--- src/core/cwpd_regs.svh ---
// Register offsets, field positions, reset values and timing counts of the clock controller.
`ifndef CWPD_REGS_SVH
`define CWPD_REGS_SVH

// ********************************************************************
// Register offsets
// ********************************************************************
`define CWPD_ADDR_FREQ     8'h00
`define CWPD_ADDR_SPREAD   8'h01
`define CWPD_ADDR_WDOG     8'h02
`define CWPD_ADDR_DIV_N    8'h07
`define CWPD_ADDR_DIV_R    8'h09
`define CWPD_ADDR_STATUS   8'h0a

// ********************************************************************
// Field positions
// ********************************************************************
`define CWPD_SPREAD_EN_BIT   7
`define CWPD_SPREAD_TYPE_BIT 6
`define CWPD_SPREAD_HI_BIT   1
`define CWPD_SPREAD_LO_BIT   0
`define CWPD_WD_STAT_BIT     7
`define CWPD_DIV_SRC_BIT     0
`define CWPD_ST_DOWN_BIT     0
`define CWPD_ST_FAMILY_BIT   1
`define CWPD_ST_TPG_BIT      2
`define CWPD_ST_WDRUN_BIT    3

// ********************************************************************
// Reset values
// ********************************************************************
`define CWPD_RST_FREQ    4'h0
`define CWPD_RST_SPREAD  4'h0
`define CWPD_RST_WDSEL   4'h0
`define CWPD_RST_DIV_N   7'h00
`define CWPD_RST_DIV_R   6'h00
// Pin lanes reset to their idle levels: power-good and power-down high.
// A zero here would hide the first power-good fall that follows reset.
`define CWPD_SYNC_IDLE   9'h140

// ********************************************************************
// Pin synchroniser lanes and clock channels
// ********************************************************************
`define CWPD_NSYNC      9
`define CWPD_NCHAN      6
`define CWPD_CH_REF     4
`define CWPD_CH_CPU     5
`define CWPD_SY_PD      6
`define CWPD_SY_FAM     7
`define CWPD_SY_TPG     8

// ********************************************************************
// Timing
// ********************************************************************
`define CWPD_CLK_MHZ        100
`define CWPD_RELOCK_US      1000
`define CWPD_REF_HZ         14318180
`define CWPD_SRST_REF_EDGES 16'h0598
`define CWPD_PD_SAMPLES     2'h2

`endif

--- src/core/cwpd_pkg.sv ---
// Types shared by the clock controller modules.
package cwpd_pkg;
  // Power state of the clock outputs, one-hot.
  typedef enum logic [3:0] {
    CWPD_RUN    = 4'h1,
    CWPD_STOP   = 4'h2,
    CWPD_DOWN   = 4'h4,
    CWPD_RELOCK = 4'h8
  } cwpd_state_t;
endpackage

--- src/core/cwpd_wd_if.sv ---
// Signals shared between the controller, the seconds tick and the watchdog.
`timescale 1ns/10ps
`default_nettype none
interface cwpd_wd_if;
  logic       ref_rise;   // One-cycle pulse on each reference rising edge.
  logic       sec_tick;   // One-cycle pulse once per second.
  logic       start;      // One-cycle pulse that starts the countdown.
  logic [3:0] sel;        // Timeout selection in seconds, zero is off.
  logic       expire;     // One-cycle pulse when the countdown runs out.
  logic       running;    // Countdown is active.
  logic       reset_act;  // System reset pulse is being driven.

  modport ctrl (output ref_rise, output start, output sel,
                input expire, input running, input reset_act);
  modport tick (input ref_rise, input start, output sec_tick);
  modport wdog (input ref_rise, input sec_tick, input start, input sel,
                output expire, output running, output reset_act);
endinterface
`default_nettype wire

--- src/core/cwpd_tick.sv ---
// Seconds tick derived from the crystal reference edges.
`timescale 1ns/10ps
`default_nettype none
`include "cwpd_regs.svh"
module cwpd_tick #(
  parameter int unsigned REF_PER_SEC = `CWPD_REF_HZ
) (
  input wire logic CLK,
  input wire logic RST_N,
  cwpd_wd_if.tick  wd
);
  logic [23:0] cnt_r;  // Reference edges seen in the current second.

  // A start restarts the second so the first tick is a whole second away.
  always_ff @(posedge CLK or negedge RST_N) begin
    if (!RST_N) begin
      cnt_r       <= 24'h000000;
      wd.sec_tick <= 1'b0;
    end else begin
      wd.sec_tick <= 1'b0;
      if (wd.start) begin
        cnt_r <= 24'h000000;
      end else if (wd.ref_rise) begin
        if (cnt_r == 24'(REF_PER_SEC - 1)) begin
          cnt_r       <= 24'h000000;
          wd.sec_tick <= 1'b1;
        end else begin
          cnt_r <= cnt_r + 24'h000001;
        end
      end
    end
  end
endmodule
`default_nettype wire

--- src/core/cwpd_wdog.sv ---
// Watchdog countdown and system reset pulse.
`timescale 1ns/10ps
`default_nettype none
`include "cwpd_regs.svh"
module cwpd_wdog (
  input wire logic CLK,
  input wire logic RST_N,
  cwpd_wd_if.wdog  wd
);
  logic [3:0]  left_r;  // Seconds still to run.
  logic [15:0] rst_r;   // Reference edges left in the reset pulse.

  // Countdown: a zero selection stops it at once, without a reset.
  always_ff @(posedge CLK or negedge RST_N) begin
    if (!RST_N) begin
      left_r     <= 4'h0;
      wd.running <= 1'b0;
      wd.expire  <= 1'b0;
    end else begin
      wd.expire <= 1'b0;
      if (wd.sel == 4'h0) begin
        wd.running <= 1'b0;
      end else if (wd.start) begin
        left_r     <= wd.sel;
        wd.running <= 1'b1;
      end else if (wd.running && wd.sec_tick) begin
        if (left_r == 4'h1) begin
          wd.running <= 1'b0;
          wd.expire  <= 1'b1;
        end
        left_r <= left_r - 4'h1;
      end
    end
  end

  // Reset pulse width counted in reference edges.
  always_ff @(posedge CLK or negedge RST_N) begin
    if (!RST_N) begin
      rst_r        <= 16'h0000;
      wd.reset_act <= 1'b0;
    end else if (wd.expire) begin
      rst_r        <= `CWPD_SRST_REF_EDGES;
      wd.reset_act <= 1'b1;
    end else if (wd.reset_act && wd.ref_rise) begin
      rst_r <= rst_r - 16'h0001;
      if (rst_r == 16'h0001) begin
        wd.reset_act <= 1'b0;
      end
    end
  end
endmodule
`default_nettype wire

--- src/core/cwpd_ctrl.sv ---
// Clock controller top: registers, spread select, watchdog sequencing and power-down gating.
// ********************************************************************
// ********************************************************************
`timescale 1ns/10ps
`default_nettype none
`include "cwpd_regs.svh"
module cwpd_ctrl #(
  parameter int unsigned WD_TICK_REF = `CWPD_REF_HZ,
  parameter int unsigned RELOCK_CYC  = `CWPD_RELOCK_US * `CWPD_CLK_MHZ
) (
  input  wire logic       CLK,
  input  wire logic       RST_N,
  input  wire logic [7:0] ADDR,
  input  wire logic [7:0] WDATA,
  input  wire logic       WR,
  input  wire logic       RD,
  output logic      [7:0] RDATA,
  input  wire logic       CPU_CLK_IN,
  input  wire logic       REF_CLK_IN,
  input  wire logic [3:0] AUX_CLK_IN,
  input  wire logic       POWER_DOWN_IN_N,
  input  wire logic       CPU_FAMILY_SELECT,
  input  wire logic       TERM_POWER_GOOD_N,
  output logic      [3:0] AUX_CLK_OUT,
  output logic            REF_CLK_OUT,
  output logic            CPU_T_OUT,
  output logic            CPU_T_OE,
  output logic            CPU_T_BOOST,
  output logic            CPU_C_OUT,
  output logic            CPU_C_OE,
  output logic            SYS_RESET_OUT_N,
  output logic            PLL_EN,
  output logic            XTAL_EN,
  output logic            SPREAD_EN,
  output logic      [2:0] SPREAD_CODE,
  output logic      [3:0] SOFTWARE_FREQ_SELECT,
  output logic      [6:0] DIV_N,
  output logic      [5:0] DIV_R,
  output logic            DIVIDER_SOURCE_SEL
);

  // ********************************************************************
  // Pin synchronisers and edge detection
  // ********************************************************************
  logic [`CWPD_NSYNC-1:0] pins;      // Raw pin lanes.
  logic [`CWPD_NSYNC-1:0] sync1_r;   // First stage, read only by the second.
  logic [`CWPD_NSYNC-1:0] sync2_r;   // Safe copies of the pins.
  logic [`CWPD_NSYNC-1:0] sync3_r;   // One cycle older, for edge detection.
  logic [`CWPD_NCHAN-1:0] ch_rise;   // Rising edge per clock channel.
  logic [`CWPD_NCHAN-1:0] ch_fall;   // Falling edge per clock channel.

  assign pins = {TERM_POWER_GOOD_N, CPU_FAMILY_SELECT, POWER_DOWN_IN_N,
                 CPU_CLK_IN, REF_CLK_IN, AUX_CLK_IN};

  // Every pin comes from outside this clock, so it passes two flops first.
  // Reset loads the idle pin levels, so no edge is invented or lost.
  always_ff @(posedge CLK or negedge RST_N) begin
    if (!RST_N) begin
      sync1_r <= `CWPD_SYNC_IDLE;
      sync2_r <= `CWPD_SYNC_IDLE;
      sync3_r <= `CWPD_SYNC_IDLE;
    end else begin
      sync1_r <= pins;
      sync2_r <= sync1_r;
      sync3_r <= sync2_r;
    end
  end

  assign ch_rise = sync2_r[`CWPD_NCHAN-1:0] & ~sync3_r[`CWPD_NCHAN-1:0];
  assign ch_fall = ~sync2_r[`CWPD_NCHAN-1:0] & sync3_r[`CWPD_NCHAN-1:0];

  // Family select: low picks open-drain, high picks differential.
  logic diff_mode;  // Differential processor outputs.
  assign diff_mode = sync2_r[`CWPD_SY_FAM];

  // ********************************************************************
  // Termination power-good, first fall only
  // ********************************************************************
  logic tpg_seen_r;  // Set by the first fall and never cleared again.

  // Later transitions are ignored, so the outputs cannot be stopped by it.
  always_ff @(posedge CLK or negedge RST_N) begin
    if (!RST_N) begin
      tpg_seen_r <= 1'b0;
    end else if (!sync2_r[`CWPD_SY_TPG] && sync3_r[`CWPD_SY_TPG]) begin
      tpg_seen_r <= 1'b1;
    end
  end

  // ********************************************************************
  // Power state machine
  // ********************************************************************
  cwpd_pkg::cwpd_state_t state_r;    // Current power state.
  cwpd_pkg::cwpd_state_t state_nxt;  // Next power state.
  logic [1:0]  pd_cnt_r;             // Consecutive low samples of power-down.
  logic        pd_edge;              // Processor clock edge that samples the pin.
  logic [19:0] relock_r;             // Cycles left before clocks are released.
  logic [`CWPD_NCHAN-1:0] stop_r;    // Channel held low.
  logic        all_stopped;          // Every channel has parked.

  // Differential mode samples on the complement's rising edge, which is
  // the true clock's falling edge; open-drain uses the true rising edge.
  assign pd_edge = diff_mode ? ch_fall[`CWPD_CH_CPU] : ch_rise[`CWPD_CH_CPU];
  assign all_stopped = &stop_r;

  // Count low samples; a single high sample starts the count over.
  always_ff @(posedge CLK or negedge RST_N) begin
    if (!RST_N) begin
      pd_cnt_r <= 2'h0;
    end else if (state_r != cwpd_pkg::CWPD_RUN) begin
      pd_cnt_r <= 2'h0;
    end else if (pd_edge) begin
      if (sync2_r[`CWPD_SY_PD]) begin
        pd_cnt_r <= 2'h0;
      end else if (pd_cnt_r != `CWPD_PD_SAMPLES) begin
        pd_cnt_r <= pd_cnt_r + 2'h1;
      end
    end
  end

  // Next state. Parking can take several reference periods, so the
  // machine waits for every channel instead of a fixed time.
  always_comb begin
    state_nxt = state_r;
    case (state_r)
      cwpd_pkg::CWPD_RUN: begin
        if (pd_cnt_r == `CWPD_PD_SAMPLES) begin
          state_nxt = cwpd_pkg::CWPD_STOP;
        end
      end
      cwpd_pkg::CWPD_STOP: begin
        if (sync2_r[`CWPD_SY_PD]) begin
          state_nxt = cwpd_pkg::CWPD_RELOCK;
        end else if (all_stopped) begin
          state_nxt = cwpd_pkg::CWPD_DOWN;
        end
      end
      cwpd_pkg::CWPD_DOWN: begin
        if (sync2_r[`CWPD_SY_PD]) begin
          state_nxt = cwpd_pkg::CWPD_RELOCK;
        end
      end
      cwpd_pkg::CWPD_RELOCK: begin
        if (relock_r == 20'h00000) begin
          state_nxt = cwpd_pkg::CWPD_RUN;
        end
      end
      default: begin
        state_nxt = cwpd_pkg::CWPD_RUN;
      end
    endcase
  end

  // State register.
  always_ff @(posedge CLK or negedge RST_N) begin
    if (!RST_N) begin
      state_r <= cwpd_pkg::CWPD_RUN;
    end else begin
      state_r <= state_nxt;
    end
  end

  // Lock wait after wake-up; well inside the allowed wake-up latency.
  always_ff @(posedge CLK or negedge RST_N) begin
    if (!RST_N) begin
      relock_r <= 20'h00000;
    end else if (state_nxt == cwpd_pkg::CWPD_RELOCK &&
                 state_r != cwpd_pkg::CWPD_RELOCK) begin
      relock_r <= 20'(RELOCK_CYC);
    end else if (relock_r != 20'h00000) begin
      relock_r <= relock_r - 20'h00001;
    end
  end

  // Synthesizer loops and oscillator are off only in the down state.
  always_ff @(posedge CLK or negedge RST_N) begin
    if (!RST_N) begin
      PLL_EN  <= 1'b1;
      XTAL_EN <= 1'b1;
    end else begin
      PLL_EN  <= (state_nxt != cwpd_pkg::CWPD_DOWN);
      XTAL_EN <= (state_nxt != cwpd_pkg::CWPD_DOWN);
    end
  end

  // ********************************************************************
  // Output gating per clock channel
  // ********************************************************************
  logic                   run_ok;   // Clocks may run.
  logic [`CWPD_NCHAN-1:0] gated_r;  // Gated copy of each channel.

  assign run_ok = (state_r == cwpd_pkg::CWPD_RUN) && tpg_seen_r;

  // A channel parks on its own falling edge, so no high pulse is cut
  // short, and restarts only on a rising edge, so no partial period.
  generate
    for (genvar i = 0; i < `CWPD_NCHAN; i++) begin : g_chan
      always_ff @(posedge CLK or negedge RST_N) begin
        if (!RST_N) begin
          stop_r[i]  <= 1'b1;
          gated_r[i] <= 1'b0;
        end else if (!run_ok) begin
          if (ch_fall[i] || !sync2_r[i]) begin
            stop_r[i] <= 1'b1;
          end
          gated_r[i] <= sync2_r[i] & ~stop_r[i] & ~ch_fall[i];
        end else begin
          if (ch_rise[i]) begin
            stop_r[i] <= 1'b0;
          end
          gated_r[i] <= sync2_r[i] & (~stop_r[i] | ch_rise[i]);
        end
      end
    end
  endgenerate

  assign AUX_CLK_OUT = gated_r[`CWPD_CH_REF-1:0];
  assign REF_CLK_OUT = gated_r[`CWPD_CH_REF];

  // Processor pins. Differential park holds true high at double current
  // with the complement released; open-drain park pulls both low.
  always_ff @(posedge CLK or negedge RST_N) begin
    if (!RST_N) begin
      CPU_T_OUT   <= 1'b0;
      CPU_T_OE    <= 1'b0;
      CPU_T_BOOST <= 1'b0;
      CPU_C_OUT   <= 1'b0;
      CPU_C_OE    <= 1'b0;
    end else if (diff_mode) begin
      CPU_T_OUT   <= stop_r[`CWPD_CH_CPU] | gated_r[`CWPD_CH_CPU];
      CPU_T_OE    <= 1'b1;
      CPU_T_BOOST <= stop_r[`CWPD_CH_CPU];
      CPU_C_OUT   <= ~gated_r[`CWPD_CH_CPU];
      CPU_C_OE    <= ~stop_r[`CWPD_CH_CPU];
    end else begin
      CPU_T_OUT   <= 1'b0;
      CPU_T_OE    <= ~gated_r[`CWPD_CH_CPU];
      CPU_T_BOOST <= 1'b0;
      CPU_C_OUT   <= 1'b0;
      CPU_C_OE    <= gated_r[`CWPD_CH_CPU] | stop_r[`CWPD_CH_CPU];
    end
  end

  // ********************************************************************
  // Register file
  // ********************************************************************
  logic       bus_on;      // Management bus answers.
  logic       wr_en;       // Accepted write.
  logic       wd_stat_r;   // Watchdog timeout status.
  logic       spread_type_r; // Centre spread when set, down spread when clear.
  logic [1:0] spread_sel_r;  // Amount select, high and low bits.
  logic       freq_trig;   // Accepted write that changes the frequency.
  logic       wd_start_r;  // Countdown start, one cycle after the change.
  logic [7:0] rd_mux;      // Read data before the output flop.

  cwpd_wd_if wd ();

  // While shut down the bus is dead: writes are dropped, reads give zero.
  assign bus_on = (state_r != cwpd_pkg::CWPD_DOWN);
  assign wr_en  = WR & bus_on;

  // Frequency control writes; values take effect on the write edge.
  always_ff @(posedge CLK or negedge RST_N) begin
    if (!RST_N) begin
      SOFTWARE_FREQ_SELECT <= `CWPD_RST_FREQ;
      DIV_N                <= `CWPD_RST_DIV_N;
      DIV_R                <= `CWPD_RST_DIV_R;
      DIVIDER_SOURCE_SEL   <= 1'b0;
    end else if (wr_en) begin
      if (ADDR == `CWPD_ADDR_FREQ) begin
        SOFTWARE_FREQ_SELECT <= WDATA[3:0];
      end
      if (ADDR == `CWPD_ADDR_DIV_N) begin
        DIV_N <= WDATA[6:0];
      end
      if (ADDR == `CWPD_ADDR_DIV_R) begin
        DIV_R              <= WDATA[6:1];
        DIVIDER_SOURCE_SEL <= WDATA[`CWPD_DIV_SRC_BIT];
      end
    end
  end

  // Spread settings drive the modulator directly.
  always_ff @(posedge CLK or negedge RST_N) begin
    if (!RST_N) begin
      SPREAD_EN     <= 1'b0;
      spread_type_r <= 1'b0;
      spread_sel_r  <= 2'h0;
    end else if (wr_en && ADDR == `CWPD_ADDR_SPREAD) begin
      SPREAD_EN     <= WDATA[`CWPD_SPREAD_EN_BIT];
      spread_type_r <= WDATA[`CWPD_SPREAD_TYPE_BIT];
      spread_sel_r  <= {WDATA[`CWPD_SPREAD_HI_BIT], WDATA[`CWPD_SPREAD_LO_BIT]};
    end
  end

  // Code {type, hi, lo}: type 0 gives down 1.5/1.0/0.7/0.5 percent,
  // type 1 gives centre 0.75/0.5/0.35/0.25 percent.
  assign SPREAD_CODE = {spread_type_r, spread_sel_r};

  // Watchdog selection and its sticky status; a set beats a clear.
  always_ff @(posedge CLK or negedge RST_N) begin
    if (!RST_N) begin
      wd.sel    <= `CWPD_RST_WDSEL;
      wd_stat_r <= 1'b0;
    end else begin
      if (wr_en && ADDR == `CWPD_ADDR_WDOG) begin
        wd.sel <= WDATA[3:0];
      end
      if (wd.expire) begin
        wd_stat_r <= 1'b1;
      end else if (wr_en && ADDR == `CWPD_ADDR_WDOG && WDATA[`CWPD_WD_STAT_BIT]) begin
        wd_stat_r <= 1'b0;
      end
    end
  end

  // A new select value, or a new divider value while the registers are
  // the divider source, counts as a frequency change.
  always_comb begin
    freq_trig = 1'b0;
    if (wr_en) begin
      if (ADDR == `CWPD_ADDR_FREQ && WDATA[3:0] != SOFTWARE_FREQ_SELECT) begin
        freq_trig = 1'b1;
      end
      if (ADDR == `CWPD_ADDR_DIV_N && DIVIDER_SOURCE_SEL && WDATA[6:0] != DIV_N) begin
        freq_trig = 1'b1;
      end
      if (ADDR == `CWPD_ADDR_DIV_R && WDATA[`CWPD_DIV_SRC_BIT] &&
          WDATA[6:0] != {DIV_R, DIVIDER_SOURCE_SEL}) begin
        freq_trig = 1'b1;
      end
    end
  end

  // The start rises at the same edge that applies the value; without an armed
  // selection the change gets no recovery at all.
  always_ff @(posedge CLK or negedge RST_N) begin
    if (!RST_N) begin
      wd_start_r <= 1'b0;
    end else begin
      wd_start_r <= freq_trig && (wd.sel != 4'h0);
    end
  end

  assign wd.start    = wd_start_r;
  assign wd.ref_rise = ch_rise[`CWPD_CH_REF];

  // Read mux; unmapped offsets read zero.
  always_comb begin
    case (ADDR)
      `CWPD_ADDR_FREQ:   rd_mux = {4'h0, SOFTWARE_FREQ_SELECT};
      `CWPD_ADDR_SPREAD: rd_mux = {SPREAD_EN, spread_type_r, 4'h0, spread_sel_r};
      `CWPD_ADDR_WDOG:   rd_mux = {wd_stat_r, 3'h0, wd.sel};
      `CWPD_ADDR_DIV_N:  rd_mux = {1'b0, DIV_N};
      `CWPD_ADDR_DIV_R:  rd_mux = {1'b0, DIV_R, DIVIDER_SOURCE_SEL};
      `CWPD_ADDR_STATUS: rd_mux = {4'h0, wd.running, tpg_seen_r, diff_mode,
                                   state_r == cwpd_pkg::CWPD_DOWN};
      default:           rd_mux = 8'h00;
    endcase
  end

  // Read data stand only in the cycle after the strobe.
  always_ff @(posedge CLK or negedge RST_N) begin
    if (!RST_N) begin
      RDATA <= 8'h00;
    end else if (RD && bus_on) begin
      RDATA <= rd_mux;
    end else begin
      RDATA <= 8'h00;
    end
  end

  // ********************************************************************
  // Watchdog and system reset
  // ********************************************************************
  cwpd_tick #(
    .REF_PER_SEC (WD_TICK_REF)
  ) u_tick (
    .CLK   (CLK),
    .RST_N (RST_N),
    .wd    (wd.tick)
  );

  cwpd_wdog u_wdog (
    .CLK   (CLK),
    .RST_N (RST_N),
    .wd    (wd.wdog)
  );

  // Reset output low while the pulse counter runs.
  always_ff @(posedge CLK or negedge RST_N) begin
    if (!RST_N) begin
      SYS_RESET_OUT_N <= 1'b1;
    end else begin
      SYS_RESET_OUT_N <= ~wd.reset_act;
    end
  end

endmodule
`default_nettype wire

--- config.mk ---
export PLATFORM = sky130hd
export DESIGN_NAME = cwpd_ctrl
export DESIGN_NICKNAME = d
export VERILOG_FILES = /design/src/core/cwpd_pkg.sv /design/src/core/cwpd_wd_if.sv /design/src/core/cwpd_tick.sv /design/src/core/cwpd_wdog.sv /design/src/core/cwpd_ctrl.sv
export VERILOG_INCLUDE_DIRS = /design/src /design/src/core
export SDC_FILE = /design/constraint.sdc
export NUM_CORES = 1
export LEC_CHECK = 0
export ABC_AREA = 1
export BUFFER_PORTS_ARGS = -buffer_cell sky130_fd_sc_hd__buf_2
export CAP_MARGIN = 20
export CORE_MARGIN = 2
export CORE_UTILIZATION = 60
export DETAILED_ROUTE_END_ITERATION = 8
export MAX_ROUTING_LAYER = met4
export PLACE_DENSITY = 0.8
export SLEW_MARGIN = 20
export SYNTH_ARGS = -nofsm -noshare
export SYNTH_HDL_FRONTEND = slang
export SYNTH_SLANG_ARGS = --single-unit
export TNS_END_PERCENT = 5
--- constraint.sdc ---
create_clock -name CLK -period 1.9 [get_ports CLK]
set_input_delay 0.095 -clock CLK [delete_from_list [all_inputs] [get_ports CLK]]
set_output_delay 0.095 -clock CLK [all_outputs]
set_load 0.01 [all_outputs]
==> results.json <==
{
  "grt_max_degree": 51,
  "cts_setup_buffers": 0,
  "timing.final.hold_violations": 0,
  "cts_buffers": 17,
  "diodes": 0,
  "fin_skew_ns": 0.00857,
  "grt_use_met1_pct": 36.5,
  "tightest_slew_ns": 0.485,
  "die_x_um": 119,
  "cts_max_path_buffers": 2,
  "grt.busiest_layer": "met2",
  "grt.met3_usage_pct": 6.56,
  "vias": 6865,
  "die-area_um2": 14200,
  "yosys.area.top_type": "dfrtp_1",
  "hpwl_mm": 12.7,
  "final_nets": 1134,
  "worstPathRequired_ns": 2.22,
  "maxCapViolCount": 0,
  "grt_pass1_wl_mm": 30.8,
  "min_period_ns": 1.73,
  "die_h_um": 119,
  "antenna_found_initial": 0,
  "cts_sinks": 155,
  "syn_inst": 996,
  "start_util_pct": 60.9,
  "setup-tns-final_ns": 0,
  "yosysWarnings": 0,
  "clk_latency_ns": 0.43,
  "portBuffers": 71,
  "fp.coreArea_um2": 13100,
  "worstReg2RegStart": "u_tick.cnt_r[0]",
  "finalPower_uw": 9350,
  "fin_crit_sh_pct": 91.1,
  "viasPerCell": 5.33,
  "ys_seq_elements": 155,
  "place_congestion": 0.922,
  "area_growth_pct": 16.8,
  "cts_root_buffer": "clkbuf_16",
  "ys_seq_area_share_pct": 48.9,
  "syn_area_per_cell_um2": 8.00,
  "track_usage_pct": 28.2,
  "drive_gt1_share_pct": 17.8,
  "clk_pin_slew_ns": 0.07,
  "ioPinCount": 72,
  "crit_fanout": 10,
  "syn_nets": 1032,
  "drtAntennaViolNets": 0,
  "grt_pass1_vias": 6510,
  "crit_start": "u_tick.cnt_r[0]",
  "maxSlewHeadroom_pct": 67.6,
  "rsz0062_at_grt": "false",
  "grt_use_met2_pct": 44.7,
  "overflow": 0,
  "drtPass1Iterations": 5,
  "wirelength_mm": 18.1,
  "rows": 42,
  "place_area_um2": 8550,
  "drtIter0Drc": 667,
  "p_leak_uw": 0.00464,
  "netlist-cell-type-count": 42,
  "hp-start": "WR",
  "outcome": "completed",
  "netlist.area_leader.share_pct": 44.3,
  "end_kind": "flop",
  "cts.repair.resized": 0,
  "synth_flop_cell": "dfrtp_1",
  "ir_drop_mv": 1.23,
  "hold_path_class": "in -> reg",
  "ys_top_cells_by_area": "dfrtp_1 (44%), nand2_1 (11%), inv_1 (6.7%)",
  "pwr_density_cell_nw_per_um2": 1010,
  "design_area_um2": 9310,
  "drc": 0,
  "fmax_mhz": 578,
  "netlist_area_um2": 7970,
  "postCtsHoldBufs": 18,
  "finalSetupViolCount": 0,
  "path_class": "reg -> reg",
  "arrival_ns": 2.05,
  "cts_tree": "done",
  "postSynth.asyncResetShare_pct": 100,
  "finish.utilization_pct": 71.1,
  "fillCellCount": 1003,
  "startpoint_type": "flop",
  "wire_per_inst_um": 14.1,
  "synth_edf_count": 0,
  "ctsHtreeMaxLevel": 4,
  "drv_slew": 0
}
## routing by layer
layer / vias to the layer above / part of all wire, %
li1: 3373 / -
met1: 3245 / 44
met2: 216 / 49
met3: 31 / 5.8
met4: 0 / 1.4
met5: - / 0
## final cells by class
type	count	area (µm²)	share of cell area, %
Tap cell	176	220	2.37
Multi-Input combinational cell	676	3410	36.6
Clock buffer	17	425	4.57
Inverter	149	563	6.05
Timing Repair Buffer	99	642	6.90
Sequential cell	155	3900	41.9
Clock inverter	15	151	1.63
## synth_stat cells, drive strengths merged (2+ instances only)
master,number
nand2,261
inv,148
nor2,143
dfrtp,141
nand3,78
o21ai,68
nand4,31
a21oi,22
nor3,21
xor2,16
buf,14
dfstp,14
ha,7
o211ai,6
xnor2,6
o22ai,5
clkbuf,2
nor4,2
o21a,2
o21bai,2
o31ai,2
## cells in the final DEF, fill, tap and decap left out, drive strengths merged, types with 3 or more instances in the layout
master         n
nand4         31
dlygate4sd3   18
xnor2          6
inv          157
nor3          21
xor2          16
ha             7
dfrtp        141
buf           81
o21ai         68
clkinvlp       3
clkbuf        17
dfstp         14
o211ai         6
clkinv         3
nor2         143
nand2        261
a21oi         22
nand3         78
o22ai          5
## stage by stage
| step | cells | setup slack [ns] | hold WS [ns] |
|---|---|---|---|
| floorplan | 996 | 0.335 | -0.201 |
| global placement | 1237 | 0.276 | 0.0656 |
| detailed placement | 1237 | 0.208 | 0.0638 |
| CTS | 1287 | 0.181 | 0.0468 |
| global route | 1287 | 0.0348 | 0.0458 |
| finish | 1287 | 0.169 | 0.0570 |
## report_power, final
part	total, µW	switching, µW	internal [µW]
Combinational	1860	1170	681
Sequential	4180	378	3800
Clock	3320	1470	1850
Total	9350	3020	6330
## registers in the layout, summed over array words and instances, names as in the netlist, 7 cells and up
| register | flops |
|---|---|
| DIV_N | 7 |
| RDATA | 8 |
| relock_r | 20 |
| sync1_r | 9 |
| sync2_r | 9 |
| sync3_r | 7 |
| u_tick.cnt_r | 24 |
| u_wdog.rst_r | 16 |
## worst max-delay path, stage by stage, from the launching register on
cell and delay (ns):
dfrtp_1 0.40, ha_1 0.29, inv_2 0.08, nor3_1 0.20, nand3_1 0.13, nor2_2 0.15, nor2_2 0.04, buf_4 0.17
nand3_1 0.09, nand2_1 0.06
## logic make-up (layout without fill, tap and decap cells)
| group | count (synthesis) | after routing | synth area share (%) |
|---|---|---|---|
| AOI/OAI and AO/OA | 109 | 109 | 7.95 |
| xor gates and xnor gates | 22 | 22 | 2.42 |
| adders and majority gates | 7 | 7 | 1.10 |
| buffers and inverters | 165 | 280 | 8.31 |
| DFF | 155 | 155 | 48.9 |
| and+or+nand+nor | 538 | 538 | 31.3 |
## worst paths after layout
kind                                     to  slack (ns)  depth (start not counted)
setup / recovery           u_tick.cnt_r[23]        0.17                          9
hold reg to reg                  sync2_r[1]        0.35                          0
min in group asynchronous   u_wdog.rst_r[7]        0.16                          2
max in group asynchronous       relock_r[1]        1.07                          3
hold / removal                     wd.start        0.06                          5
setup reg to reg           u_tick.cnt_r[23]        0.17                          9
Power figures use the tool's default switching activity.
